--- src/pkg/bpc_regs.svh ---
`ifndef BPC_REGS_SVH
`define BPC_REGS_SVH
// message framing
`define BPC_MSG_REQ 8'h00
`define BPC_MSG_RSP 8'h01
// command identifiers
`define BPC_CMD_GET 8'h00
`define BPC_CMD_SET 8'h01
`define BPC_CMD_ECHO 8'h02
`define BPC_CMD_RESET 8'h03
`define BPC_CMD_ERASE_ALL 8'h04
`define BPC_CMD_ERASE_BONDS 8'h05
// secure code pair guarding both erases
`define BPC_SECURE_1 8'h55
`define BPC_SECURE_2 8'hAA
// property identifiers (offsets)
`define BPC_PROP_LATENCY 8'h0A
`define BPC_PROP_TIMEOUT 8'h0B
`define BPC_PROP_UPD_CTRL 8'h0C
// factory defaults
`define BPC_LATENCY_RST 16'h0004
`define BPC_TIMEOUT_RST 16'h01F4
`define BPC_UPD_CTRL_RST 8'h01
// field position of the send-update bit
`define BPC_UPD_SEND_BIT 0
// timing: delay before module reset, and the clock rate
`define BPC_RESET_DELAY_MS 2000
`define BPC_CLK_KHZ 200000
`define BPC_RESET_DELAY_CYC (`BPC_RESET_DELAY_MS * `BPC_CLK_KHZ)
`endif

--- src/pkg/bpc_pkg.sv ---
package bpc_pkg;
    // sequencer states
    typedef enum logic [2:0] {
        BPC_ST_RECV = 3'b000,
        BPC_ST_EXEC = 3'b001,
        BPC_ST_FETCH = 3'b010,
        BPC_ST_LOAD = 3'b011,
        BPC_ST_SEND = 3'b100
    } bpc_state_t;
    // response codes
    typedef enum logic [7:0] {
        BPC_RC_OK = 8'h00,
        BPC_RC_BAD_CMD = 8'h01,
        BPC_RC_BAD_PROP = 8'h02,
        BPC_RC_BAD_CODE = 8'h03,
        BPC_RC_OVERFLOW = 8'h04
    } bpc_rc_t;
endpackage

--- src/hdl/bpc_echo_mem.sv ---
`timescale 1ns/1ps
// byte store for the incoming request; read data is registered
module bpc_echo_mem #(
    parameter int DEPTH = 64,
    parameter int AW = 6
) (
    // clock
    input wire logic clk_in,
    // write port
    input wire logic wr_en_in,
    input wire logic [AW-1:0] wr_addr_in,
    input wire logic [7:0] wr_data_in,
    // read port
    input wire logic [AW-1:0] rd_addr_in,
    output logic [7:0] rd_data_out
);
    generate
        if (DEPTH < 1 || DEPTH > (1 << AW)) begin
            $error("bpc_echo_mem: depth does not fit the address width");
        end
    endgenerate

    logic [7:0] mem_q [DEPTH];

    // no reset on the array: contents are only read after being written
    always_ff @(posedge clk_in) begin
        if (wr_en_in) begin
            mem_q[wr_addr_in] <= wr_data_in;
        end
        rd_data_out <= mem_q[rd_addr_in];
    end
endmodule

--- src/hdl/bpc_cmd_handler.sv ---
`timescale 1ns/1ps
`include "bpc_regs.svh"
// Overview of operation
// - requests carry type 0, command id, then parameters
// - responses carry type 1, response code, then returned data
// - get property returns type, code, value least significant byte first
// - set property carries id and value bytes; answered with two bytes
// - slave latency property 0x0A, two bytes, default 4, read/write
// - stored slave latency goes into the parameter update request
// - supervision timeout 0x0B, 10 ms units, default 500, sent in update
// - update control 0x0C is one byte, default 0x01, upper bits zero (a set stores all eight written bits)
// - with control bit 0 set, one update request per new connection
// - written properties persist across power loss and reset
// - new latency and timeout take effect only after next reset
// - echo returns request bytes from position two onward unchanged
// - reset command answers, then resets module two seconds later
// - erase all memory needs codes 55 AA, restores factory defaults
// - erase bonds needs codes 55 AA and removes every bond
// - after either erase completes, module resets two seconds later
module bpc_cmd_handler
    import bpc_pkg::*;
#(
    parameter int MEM_DEPTH = 64,
    parameter int RESET_DELAY_CYCLES = `BPC_RESET_DELAY_CYC
) (
    // clock and reset
    input wire logic ref_clk_in,
    input wire logic rst_n_in,
    // request byte stream
    input wire logic rx_valid_in,
    input wire logic [7:0] rx_data_in,
    input wire logic rx_last_in,
    output logic rx_ready_out,
    // response byte stream
    output logic tx_valid_out,
    output logic [7:0] tx_data_out,
    output logic tx_last_out,
    input wire logic tx_ready_in,
    // non-volatile store: restore at boot, write-back, erases
    input wire logic nv_load_in,
    input wire logic [15:0] nv_latency_in,
    input wire logic [15:0] nv_timeout_in,
    input wire logic [7:0] nv_ctrl_in,
    output logic nv_write_out,
    output logic [7:0] nv_id_out,
    output logic [15:0] nv_value_out,
    output logic nv_erase_all_out,
    output logic bond_erase_out,
    input wire logic erase_done_in,
    // link side: connection events and update request
    input wire logic conn_open_in,
    output logic upd_req_out,
    output logic [15:0] upd_latency_out,
    output logic [15:0] upd_timeout_out,
    // module reset request
    output logic module_reset_out
);
    localparam int AW = $clog2(MEM_DEPTH);

    generate
        // the byte counter saturates on its top bit, so depth is a power of two
        if (MEM_DEPTH < 4 || MEM_DEPTH > 65536 ||
            MEM_DEPTH != (1 << AW) || RESET_DELAY_CYCLES < 1) begin
            $error("bpc_cmd_handler: unsupported parameter values");
        end
    endgenerate

    ////////////////////////////////////////////////////////////////////////
    // decode helpers
    ////////////////////////////////////////////////////////////////////////
    // value width in bytes of a property, zero when unknown
    function automatic logic [1:0] prop_width(input logic [7:0] id);
        case (id)
            `BPC_PROP_LATENCY: prop_width = 2'd2;
            `BPC_PROP_TIMEOUT: prop_width = 2'd2;
            `BPC_PROP_UPD_CTRL: prop_width = 2'd1;
            default: prop_width = 2'd0;
        endcase
    endfunction

    function automatic logic is_erase(input logic [7:0] cmd);
        is_erase = (cmd == `BPC_CMD_ERASE_ALL) ||
                   (cmd == `BPC_CMD_ERASE_BONDS);
    endfunction

    bpc_state_t st_q, st_d;
    logic [AW:0] cnt_q, idx_q;
    logic ovf_q;
    logic [7:0] typ_q, cmd_q, b2_q, b3_q, b4_q;
    logic [7:0] code_q, code_d;
    logic [AW:0] rlen_q, rlen_d;
    logic [15:0] lat_q, tmo_q, act_lat_q, act_tmo_q;
    logic [7:0] ctrl_q;
    logic [15:0] get_val;
    logic [7:0] mem_rdata;
    logic [31:0] tmr_q;
    logic tmr_run_q, erase_wait_q;
    logic rx_fire, tx_fire, exec_ok;

    assign rx_fire = rx_valid_in && rx_ready_out;
    assign tx_fire = tx_valid_out && tx_ready_in;
    assign exec_ok = (st_q == BPC_ST_EXEC) && (code_d == BPC_RC_OK);

    ////////////////////////////////////////////////////////////////////////
    // request capture
    ////////////////////////////////////////////////////////////////////////
    bpc_echo_mem #(
        .DEPTH(MEM_DEPTH),
        .AW(AW)
    ) u_mem (
        .clk_in(ref_clk_in),
        .wr_en_in(rx_fire && !cnt_q[AW]),
        .wr_addr_in(cnt_q[AW-1:0]),
        .wr_data_in(rx_data_in),
        .rd_addr_in(idx_q[AW-1:0]),
        .rd_data_out(mem_rdata)
    );

    // byte counter and header bytes; bytes past the buffer mark overflow
    always_ff @(posedge ref_clk_in or negedge rst_n_in) begin
        if (!rst_n_in) begin
            cnt_q <= '0;
            ovf_q <= 1'b0;
            typ_q <= 8'h00;
            cmd_q <= 8'h00;
            b2_q <= 8'h00;
            b3_q <= 8'h00;
            b4_q <= 8'h00;
        end else if (st_q == BPC_ST_SEND && st_d == BPC_ST_RECV) begin
            cnt_q <= '0;
            ovf_q <= 1'b0;
        end else if (rx_fire) begin
            if (cnt_q[AW]) begin
                ovf_q <= 1'b1;
            end else begin
                cnt_q <= cnt_q + 1'b1;
            end
            case (cnt_q)
                (AW+1)'(0): typ_q <= rx_data_in;
                (AW+1)'(1): cmd_q <= rx_data_in;
                (AW+1)'(2): b2_q <= rx_data_in;
                (AW+1)'(3): b3_q <= rx_data_in;
                (AW+1)'(4): b4_q <= rx_data_in;
                default: ;
            endcase
        end
    end

    ////////////////////////////////////////////////////////////////////////
    // command decode: response code and response length
    ////////////////////////////////////////////////////////////////////////
    always_comb begin
        code_d = BPC_RC_OK;
        rlen_d = (AW+1)'(2);
        if (typ_q != `BPC_MSG_REQ || cnt_q < (AW+1)'(2)) begin
            code_d = BPC_RC_BAD_CMD;
        end else begin
            case (cmd_q)
                `BPC_CMD_GET: begin
                    if (prop_width(b2_q) == 2'd0 || cnt_q != (AW+1)'(3)) begin
                        code_d = BPC_RC_BAD_PROP;
                    end else begin
                        rlen_d = (AW+1)'(2) + (AW+1)'(prop_width(b2_q));
                    end
                end
                `BPC_CMD_SET: begin
                    if (prop_width(b2_q) == 2'd0 ||
                        cnt_q != (AW+1)'(3) + (AW+1)'(prop_width(b2_q))) begin
                        code_d = BPC_RC_BAD_PROP;
                    end
                end
                `BPC_CMD_ECHO: begin
                    if (ovf_q) begin
                        code_d = BPC_RC_OVERFLOW;
                    end else begin
                        rlen_d = cnt_q;
                    end
                end
                `BPC_CMD_RESET: begin
                    if (cnt_q != (AW+1)'(2)) begin
                        code_d = BPC_RC_BAD_CMD;
                    end
                end
                `BPC_CMD_ERASE_ALL, `BPC_CMD_ERASE_BONDS: begin
                    // a wrong pair leaves everything intact
                    if (cnt_q != (AW+1)'(4) || b2_q != `BPC_SECURE_1 ||
                        b3_q != `BPC_SECURE_2) begin
                        code_d = BPC_RC_BAD_CODE;
                    end
                end
                default: code_d = BPC_RC_BAD_CMD;
            endcase
        end
    end

    ////////////////////////////////////////////////////////////////////////
    // sequencer
    ////////////////////////////////////////////////////////////////////////
    // one fetch cycle per response byte keeps the memory read registered
    always_comb begin
        st_d = st_q;
        unique case (st_q)
            BPC_ST_RECV: if (rx_fire && rx_last_in) st_d = BPC_ST_EXEC;
            BPC_ST_EXEC: st_d = BPC_ST_FETCH;
            BPC_ST_FETCH: st_d = BPC_ST_LOAD;
            BPC_ST_LOAD: st_d = BPC_ST_SEND;
            BPC_ST_SEND: begin
                if (tx_ready_in) begin
                    st_d = tx_last_out ? BPC_ST_RECV : BPC_ST_FETCH;
                end
            end
            default: st_d = BPC_ST_RECV;
        endcase
    end

    always_ff @(posedge ref_clk_in or negedge rst_n_in) begin
        if (!rst_n_in) begin
            st_q <= BPC_ST_RECV;
            rx_ready_out <= 1'b0;
        end else begin
            st_q <= st_d;
            rx_ready_out <= (st_d == BPC_ST_RECV) && !(rx_fire && rx_last_in);
        end
    end

    // latch the outcome of the request while it is answered
    always_ff @(posedge ref_clk_in or negedge rst_n_in) begin
        if (!rst_n_in) begin
            code_q <= BPC_RC_OK;
            rlen_q <= (AW+1)'(2);
        end else if (st_q == BPC_ST_EXEC) begin
            code_q <= code_d;
            rlen_q <= rlen_d;
        end
    end

    ////////////////////////////////////////////////////////////////////////
    // response stream
    ////////////////////////////////////////////////////////////////////////
    assign get_val = (b2_q == `BPC_PROP_LATENCY) ? lat_q :
                     (b2_q == `BPC_PROP_TIMEOUT) ? tmo_q : {8'h00, ctrl_q};

    always_ff @(posedge ref_clk_in or negedge rst_n_in) begin
        if (!rst_n_in) begin
            idx_q <= '0;
            tx_valid_out <= 1'b0;
            tx_data_out <= 8'h00;
            tx_last_out <= 1'b0;
        end else begin
            if (st_q == BPC_ST_EXEC) begin
                idx_q <= '0;
            end else if (tx_fire) begin
                idx_q <= idx_q + 1'b1;
                tx_valid_out <= 1'b0;
                tx_last_out <= 1'b0;
            end
            if (st_q == BPC_ST_LOAD) begin
                tx_valid_out <= 1'b1;
                tx_last_out <= (idx_q + 1'b1 == rlen_q);
                if (idx_q == (AW+1)'(0)) begin
                    tx_data_out <= `BPC_MSG_RSP;
                end else if (idx_q == (AW+1)'(1)) begin
                    tx_data_out <= code_q;
                end else if (cmd_q == `BPC_CMD_ECHO) begin
                    tx_data_out <= mem_rdata;
                end else if (idx_q == (AW+1)'(2)) begin
                    tx_data_out <= get_val[7:0];
                end else begin
                    tx_data_out <= get_val[15:8];
                end
            end
        end
    end

    ////////////////////////////////////////////////////////////////////////
    // stored properties and write-back
    ////////////////////////////////////////////////////////////////////////
    // the store restores these at boot; writes go out to the store too
    always_ff @(posedge ref_clk_in or negedge rst_n_in) begin
        if (!rst_n_in) begin
            lat_q <= `BPC_LATENCY_RST;
            tmo_q <= `BPC_TIMEOUT_RST;
            ctrl_q <= `BPC_UPD_CTRL_RST;
        end else if (nv_load_in) begin
            lat_q <= nv_latency_in;
            tmo_q <= nv_timeout_in;
            ctrl_q <= nv_ctrl_in;
        end else if (exec_ok && cmd_q == `BPC_CMD_ERASE_ALL) begin
            lat_q <= `BPC_LATENCY_RST;
            tmo_q <= `BPC_TIMEOUT_RST;
            ctrl_q <= `BPC_UPD_CTRL_RST;
        end else if (exec_ok && cmd_q == `BPC_CMD_SET) begin
            case (b2_q)
                `BPC_PROP_LATENCY: lat_q <= {b4_q, b3_q};
                `BPC_PROP_TIMEOUT: tmo_q <= {b4_q, b3_q};
                default: ctrl_q <= b3_q;
            endcase
        end
    end

    // one-cycle strobes to the store
    always_ff @(posedge ref_clk_in or negedge rst_n_in) begin
        if (!rst_n_in) begin
            nv_write_out <= 1'b0;
            nv_id_out <= 8'h00;
            nv_value_out <= 16'h0000;
            nv_erase_all_out <= 1'b0;
            bond_erase_out <= 1'b0;
        end else begin
            nv_write_out <= exec_ok && cmd_q == `BPC_CMD_SET;
            if (exec_ok && cmd_q == `BPC_CMD_SET) begin
                nv_id_out <= b2_q;
                nv_value_out <= (prop_width(b2_q) == 2'd1) ?
                                {8'h00, b3_q} : {b4_q, b3_q};
            end
            nv_erase_all_out <= exec_ok && cmd_q == `BPC_CMD_ERASE_ALL;
            bond_erase_out <= exec_ok && cmd_q == `BPC_CMD_ERASE_BONDS;
        end
    end

    ////////////////////////////////////////////////////////////////////////
    // connection parameter update
    ////////////////////////////////////////////////////////////////////////
    // working copies change only when the store is restored after reset
    always_ff @(posedge ref_clk_in or negedge rst_n_in) begin
        if (!rst_n_in) begin
            act_lat_q <= `BPC_LATENCY_RST;
            act_tmo_q <= `BPC_TIMEOUT_RST;
        end else if (nv_load_in) begin
            act_lat_q <= nv_latency_in;
            act_tmo_q <= nv_timeout_in;
        end
    end

    always_ff @(posedge ref_clk_in or negedge rst_n_in) begin
        if (!rst_n_in) begin
            upd_req_out <= 1'b0;
            upd_latency_out <= 16'h0000;
            upd_timeout_out <= 16'h0000;
        end else begin
            upd_req_out <= conn_open_in && ctrl_q[`BPC_UPD_SEND_BIT];
            if (conn_open_in) begin
                upd_latency_out <= act_lat_q;
                upd_timeout_out <= act_tmo_q;
            end
        end
    end

    ////////////////////////////////////////////////////////////////////////
    // delayed module reset
    ////////////////////////////////////////////////////////////////////////
    // a later start restarts the delay rather than queueing a second one
    always_ff @(posedge ref_clk_in or negedge rst_n_in) begin
        if (!rst_n_in) begin
            erase_wait_q <= 1'b0;
            tmr_run_q <= 1'b0;
            tmr_q <= 32'h0000_0000;
            module_reset_out <= 1'b0;
        end else begin
            module_reset_out <= 1'b0;
            if (exec_ok && is_erase(cmd_q)) begin
                erase_wait_q <= 1'b1;
            end else if (erase_wait_q && erase_done_in) begin
                erase_wait_q <= 1'b0;
            end
            if ((exec_ok && cmd_q == `BPC_CMD_RESET) ||
                (erase_wait_q && erase_done_in)) begin
                tmr_run_q <= 1'b1;
                tmr_q <= 32'(RESET_DELAY_CYCLES);
            end else if (tmr_run_q) begin
                tmr_q <= tmr_q - 32'h0000_0001;
                if (tmr_q == 32'h0000_0001) begin
                    tmr_run_q <= 1'b0;
                    module_reset_out <= 1'b1;
                end
            end
        end
    end
endmodule

--- config.mk ---
export PLATFORM = sky130hd
export DESIGN_NAME = bpc_cmd_handler
export DESIGN_NICKNAME = d
export VERILOG_FILES = /design/src/pkg/bpc_pkg.sv /design/src/hdl/bpc_echo_mem.sv /design/src/hdl/bpc_cmd_handler.sv
export VERILOG_INCLUDE_DIRS = /design/src /design/src/pkg
export SDC_FILE = /design/constraint.sdc
export NUM_CORES = 1
export LEC_CHECK = 0
export BUFFER_PORTS_ARGS = -buffer_cell sky130_fd_sc_hd__clkbuf_2
export CAP_MARGIN = 30
export CORE_AREA = 5 5 187 325
export CTS_CLUSTER_SIZE = 40
export DETAILED_ROUTE_END_ITERATION = 6
export DIE_AREA = 0 0 192 330
export GPL_TIMING_DRIVEN = 0
export PLACE_DENSITY_LB_ADDON = 0.08
export SYNTH_ARGS = -nofsm -noshare
export SYNTH_HDL_FRONTEND = slang
export SYNTH_HIERARCHICAL = 1
export SYNTH_SLANG_ARGS = --single-unit
--- constraint.sdc ---
create_clock -name ref_clk_in -period 3.9 [get_ports ref_clk_in]
set_input_delay 0.975 -clock ref_clk_in [delete_from_list [all_inputs] [get_ports ref_clk_in]]
set_output_delay 0.975 -clock ref_clk_in [all_outputs]
set_load 0.1 [all_outputs]
* Word level (Yosys, flattened, before mapping)
Memory sizes are Yosys's and may differ from the RTL's. A register that Yosys moved wholly into a read port is not among the register bits.
Cells that the tools add are included.
Widths: inputs -> output; s select.
** Storage, ports and cells
- Flip-flop bits (word level) :: 251
- Output and inout port bits :: 72
- Memory bits (writable) :: 512
- Input bits :: 56
- Memories :: 1
** Memories
- u_mem.mem_q :: words 64, width 8, rd ports 1, clocked after Yosys merged registers in 1, write ports 1, line bpc_echo_mem.sv:23 : logic [7:0] mem_q [DEPTH];
** Operators by class
- Reductions and logical operators :: 54
- $lt $le $gt $ge :: 1
- Bitwise operators :: 1
- Multiplexer cells :: 67
- Add/subtract/negate cells :: 5
- Equality and inequality tests :: 30
** Operators with widths (number)
- $mux 16 :: 11
- $mux 8 :: 9
- $mux 32 :: 2
- $mux 7 :: 7
- $pmux 8 s5 :: 1
- $eq 32x1->1 const B :: 1
- $sub 32x1->32 const B :: 1
- $eq 8x4->1 const B :: 3
- $mux 2 :: 12
- $eq 7x2->1 const B :: 3
- $mux 1 :: 18
- $eq 8x2->1 const B :: 2
- $eq 8x3->1 const B :: 2
- $logic_not 8->1 :: 2
- $pmux 3 s5 :: 1
- $reduce_and 3->1 :: 5
- $add 7x1->7 const B :: 2
- $eq 7x1->1 const B :: 2
- $logic_and 1x1->1 :: 14
- $logic_not 7->1 :: 2
- $ne 7x2->1 const B :: 2
- $pmux 7 s2 :: 1
- $mux 3 :: 4
- $reduce_and 2->1 :: 6
- other kinds (25) :: 45

* Depth between registers and ports, before layout
- Word-level depth :: 17
- Depth in mapped cells :: 13

* Modules after synthesis
The synthesis kept the hierarchy.
** Modules (own cells, without submodules)
- bpc_echo_mem :: area an instance 20166.8 um^2, sequential area each 15534.9 um^2, instances 1, cells an instance 940
- bpc_cmd_handler :: area an instance 11282.1 um^2, sequential area each 6175.9 um^2, instances 1, cells an instance 1017

* Least setup slack after synthesis
OpenSTA, ideal clock, no wires.
- Path type :: flip-flop to flip-flop
- Start :: reg b2_q[4]
- End :: reg lat_q[0]
- Stages on the path, launching flop included :: 12
- Period minus slack after synthesis :: 3.861 ns
- Arrival time :: 3.736 ns
- Setup slack :: 0.039 ns
- Data required time :: 3.775 ns
- Path through :: dfrtp_1 > or3b_2 > nor4_2 > inv_2 > clkbuf_1 > ha_1 > xor2_1 > nand4_1 > a211oi_1 > nand4_4 > o31ai_4 > mux2_2
** Between the ends
- Cells in the longest elaborated chain, start to end :: 16
- Elaborated cells between the ends (all ways) :: 32
- Those cells by class :: 1 x add/sub; 5 x eq/ne; 12 x mux; 14 x reduce/logical
** Ends and longest elaborated chain
- start: declaration :: line bpc_cmd_handler.sv:89 : logic [7:0] typ_q, cmd_q, b2_q, b3_q, b4_q;
- start signal: assignment :: line bpc_cmd_handler.sv:141 : (AW+1)'(2): b2_q <= rx_data_in;
- $eq 8x4->1 (on tied branches) :: line bpc_cmd_handler.sv:73, bpc_cmd_handler.sv:293
- $reduce_or 2->1 (no line)
- $pmux 2 s2 :: line bpc_cmd_handler.sv:73 : case (id)
- $mux 2 :: line bpc_cmd_handler.sv:158 : case (cmd_q)
- $mux 2 :: line bpc_cmd_handler.sv:155 : if (typ_q != `BPC_MSG_REQ || cnt_q < (AW+1)'(2)) begin
- $add 2x2->3 :: line bpc_cmd_handler.sv:168 : cnt_q != (AW+1)'(3) + (AW+1)'(prop_width(b2_q))) begin
- $ne 7x3->1 :: line bpc_cmd_handler.sv:168
- $logic_or 1x1->1 :: line bpc_cmd_handler.sv:167 : if (prop_width(b2_q) == 2'd0 ||
- $mux 2 :: line bpc_cmd_handler.sv:167
- $pmux 8 s5 :: line bpc_cmd_handler.sv:158
- $mux 8 :: line bpc_cmd_handler.sv:155
- $logic_not 8->1 :: line bpc_cmd_handler.sv:102 : assign exec_ok = (st_q == BPC_ST_EXEC) && (code_d == BPC_RC_OK);
- $logic_and 1x1->1 :: line bpc_cmd_handler.sv:102
- $logic_and 1x1->1 (no line)
- $reduce_bool 3->1 (no line) or $mux 16 (tied branches)
- $reduce_and 2->1 (no line) or $mux 16 (tied branches)
- end signal: assignment :: line bpc_cmd_handler.sv:281 : lat_q <= `BPC_LATENCY_RST;
- end signal: assignment :: line bpc_cmd_handler.sv:285 : lat_q <= nv_latency_in;
- end signal: assignment :: line bpc_cmd_handler.sv:289 : lat_q <= `BPC_LATENCY_RST;
- end: declaration :: line bpc_cmd_handler.sv:92 : logic [15:0] lat_q, tmo_q, act_lat_q, act_tmo_q;
Several ways; a longest one is shown, not always the timed one. The select of a mux whose other input is x is not followed.
A chain may end at the register's enable or synchronous reset.

* Worst setup path after layout
- Start :: reg b2_q[4]
- End :: reg ctrl_q[2]
** Between the ends
- Cells in the longest elaborated chain, start to end :: 16
- Elaborated cells between the ends (all ways) :: 32
- Those cells by class :: 1 x add/sub; 6 x eq/ne; 12 x mux; 13 x reduce/logical
** Ends and longest elaborated chain
- $eq 8x4->1 :: line bpc_cmd_handler.sv:73, bpc_cmd_handler.sv:293
- $reduce_or 2->1 (no line)
- $pmux 2 s2 :: line bpc_cmd_handler.sv:73
- $mux 2 :: line bpc_cmd_handler.sv:158
- $mux 2 :: line bpc_cmd_handler.sv:155
- $add 2x2->3 :: line bpc_cmd_handler.sv:168
- $ne 7x3->1 :: line bpc_cmd_handler.sv:168
- $logic_or 1x1->1 :: line bpc_cmd_handler.sv:167
- $mux 2 :: line bpc_cmd_handler.sv:167
- $pmux 8 s5 :: line bpc_cmd_handler.sv:158
- $mux 8 :: line bpc_cmd_handler.sv:155
- $logic_not 8->1 :: line bpc_cmd_handler.sv:102
- $logic_and 1x1->1 :: line bpc_cmd_handler.sv:102
- $logic_and 1x1->1 (no line)
- $ne 3x1->1 (no line) (tied with other cells)
- $reduce_and 2->1 (no line) or $mux 8 (tied branches)
- end signal: assignment :: line bpc_cmd_handler.sv:283 : ctrl_q <= `BPC_UPD_CTRL_RST;
- end signal: assignment :: line bpc_cmd_handler.sv:287 : ctrl_q <= nv_ctrl_in;
- end signal: assignment :: line bpc_cmd_handler.sv:291 : ctrl_q <= `BPC_UPD_CTRL_RST;
- end: declaration :: line bpc_cmd_handler.sv:93 : logic [7:0] ctrl_q;
Several ways; a longest one is shown, not always the timed one. The select of a mux whose other input is x is not followed.

==> metrics <==
status completed; vias in the first global route 18.9k; Syn Inst Count 1957; port bufs 125; CTS Buf Count 69; DR WL/cell around 28 um; cell taking the most area after synthesis edfxtp_1; Reg2Reg Depth 13; final hold vios 0; CTS tree yes; Die X-Extent 192 um; clock sink total 766; # placed instances about 2.9k; post-route cell area about 0.036 mm2; clk_skew 0.0249 ns; Core Rows between 100 and 150; WP data required about 4.4 ns; Seq cells post-synth approximately 770; Total Wirelength 84.6 mm; Initial Utilization 0.544; drt first pass iters 6; Final #Nets 2244; Unique masters post-synth 77; share of layout cells above drive strength 1 0.253; Detail Route Antenna Nets 0; final core utilization 0.615; DIE HEIGHT 330 um; Least-Margin Pin Slew 1.06 ns; routed via count 18.4k; gp weighted congestion 0.938; dominant synthesized flop cell edfxtp_1; # Max-Cap Violations 0; most frequent cell after synthesis edfxtp_1; Final WS setup 0.140 ns; Register Area 0.0217 mm2; first-pass GRT wire length 124 mm; Mean Syn Cell Area 16.1 um2; CP Cell Sequence or3b_4, nor4_4, buf_4, inv_4, buf_6, ha_1, xor2_1, nand4_1, a211oi_4, nand4_4, buf_4, o21ai_4, mux2_2; worst vdd ir 0.378 mV; # diodes 0; leak pwr 12.7 nW; top cell type's share of synthesized area 0.489; GR Util All Layers 0.270; post-DP HPWL 59.4 mm; Tmin final 3.76 ns; Slowest Stage Delay on Critical Path 0.46 ns; worst r2r src b2_q[4]; critical path startpoint category register; Non-Filler Instances 3003; RSZ-0062 raised after global routing no; Buf/Inv on CP 4; placed inst area 0.0332 mm2; Iter 0 DRT Violations roughly 1.5k; Pwr Total about 22 mW; Via-to-Cell Ratio 6.14; synthesized area 0.0314 mm2; clk slew on worst S/H paths 0.07 ns; fin crit share 0.964; Top Ports approximately 130; crit-path max FO 11; core area approximately 0.058 mm2; net count after synthesis 2025; GR Overflow Total 0; area occupied by multi-input gates 0.00909 mm2; sequential area share after synthesis 0.690; setup violators final 0; Top delay family on crit path simple AND/OR/NAND/NOR gates; Worst R2R Setup Slack 0.14 ns; async set or reset register ratio after synthesis 0.321; P per Cell Area ~610 mW/mm2; critical path depth 13; Slowest cell on crit path or3b_4; fin. max-slew vios 0; Filler cells 4357; most area-consuming cells after synthesis edfxtp_1, dfrtp_1, mux4_2; hold crit path type primary input to async pin; Residual DRC 0; clk_lat worst skew 0.62 ns; P&R area growth vs syn 13.1%; largest net degree at the start of global routing 117; Crit path top cell by count buf_4; synth warn 6; top post-synthesis cells by count edfxtp_1, dfrtp_1, nand2_1; die area 0.0634 mm2; pre-CTS setup slack -1.07 ns; antenna violations before repair 0; nature of the critical path endpoint register; Arr. time, crit path approximately 4.3 ns; FF-to-FF End ctrl_q[2]; fmax ~270 MHz; slew margin rel. 0.297; root buffer cell clkbuf_16; EDFF count, synth between 500 and 600; CTS H-Tree Depth 3; CTS max path bufs 3; critical path type register to register
[area by class of cell]
class,count,share of cell area
inverter,51,0.00545
timing repair buffer,147,0.0254
clock inverter,35,0.00873
tap,773,0.0272
sequential,766,0.611
multi-input combinational,1038,0.256
buffer,103,0.0152
clock buffer,90,0.0516
[cells in the final DEF, fill, tap and decap left out, types with 20 or more instances in the layout]
cell       synthesis  routed
nand2_1          162     162
clkbuf_1          62      75
edfxtp_1         512     512
nor3_1            29      28
clkbuf_2           0     122
mux2_2            97      97
mux4_2           132     132
nand2b_1          23      23
nor2_1           147     147
xnor2_1           29      29
mux2i_1           27      27
inv_1             49      49
nand3_1           25      25
clkbuf_16          0      69
nor2b_1           22      22
o21ai_0           63      63
dfrtp_1          230     230
xor2_1            24      24
o41ai_1           23      20
buf_4             14      28
[where the power goes]
group / switching (mW) / internal, mW
logic: 3.33 / 1.90
registers: 0.531 / 9.28
clock network: 2.99 / 3.57
total: 6.85 / 14.8
[repair_timing]
item | 4_1_cts | 5_1_grt
hold buffers | 0 | 0
cloned | 1 | 0
setup buffers | 10 | 2
setup endpoints to repair | 64 | 60
pin swaps | 5 | 4
gates resized for setup | 7 | 18
[metrics by stage]
| stage | hold WS, ns | setup TNS [ns] |
|---|---|---|
| after CTS | 0.195 | 0 |
| after global placement | 0.461 | -796.51 |
| after global routing | 0.211 | 0 |
| after detailed placement | 0.459 | -95.23 |
| final | 0.221 | 0 |
| after floorplan | 0.446 | 0 |
[worst max-delay path by stage]
stage	start	endpoint	slack, ns
global route	b2_q[4]	tmo_q[0]	0.03
detailed placement	b2_q[4]	lat_q[10]	-1.07
CTS	b2_q[4]	tmo_q[5]	0.02
global placement	rst_n_in	upd_timeout_out[5]	-3.10
floorplan	b2_q[4]	lat_q[0]	0.04
finish	b2_q[4]	ctrl_q[2]	0.14
[state kept, by name, summed over array words and instances, names as in the netlist, 7 cells and up]
register and count:
upd_latency_out 16, tmo_q 16, cnt_q 7, act_tmo_q 16, idx_q 7, ctrl_q 8
nv_value_out 16, tx_data_out 8, b2_q 8, upd_timeout_out 16, u_mem/rd_data_out 8, b4_q 8
u_mem/mem_q 512, cmd_q 8, act_lat_q 16, b3_q 8, tmr_q 32, typ_q 8
rlen_q 7, lat_q 16, nv_id_out 8
[logic make-up (layout without fill, tap and decap cells)]
group / after synthesis / in the layout / synth area share
XOR/XNOR: 53 / 53 / 0.0148
multiplexers: 256 / 256 / 0.138
AND/OR/NAND/NOR: 485 / 486 / 0.0734
flip-flops: 766 / 766 / 0.690
adder cells (fa/ha/maj): 12 / 12 / 0.00477
AO/OA/AOI/OAI: 231 / 231 / 0.0560
buffers and inverters: 154 / 426 / 0.0229
[per-layer routing]
| metal | vias to the layer above | GRT usage | routed length, um |
|---|---|---|---|
| met5 | - | 0 | 0 |
| met4 | 0 | 0.164 | 6160 |
| met3 | 248 | 0.0365 | 4710 |
| met2 | 773 | 0.489 | 45300 |
| met1 | 9442 | 0.299 | 28400 |
| li1 | 7962 | - | - |
Power figures use the tool's default switching activity.
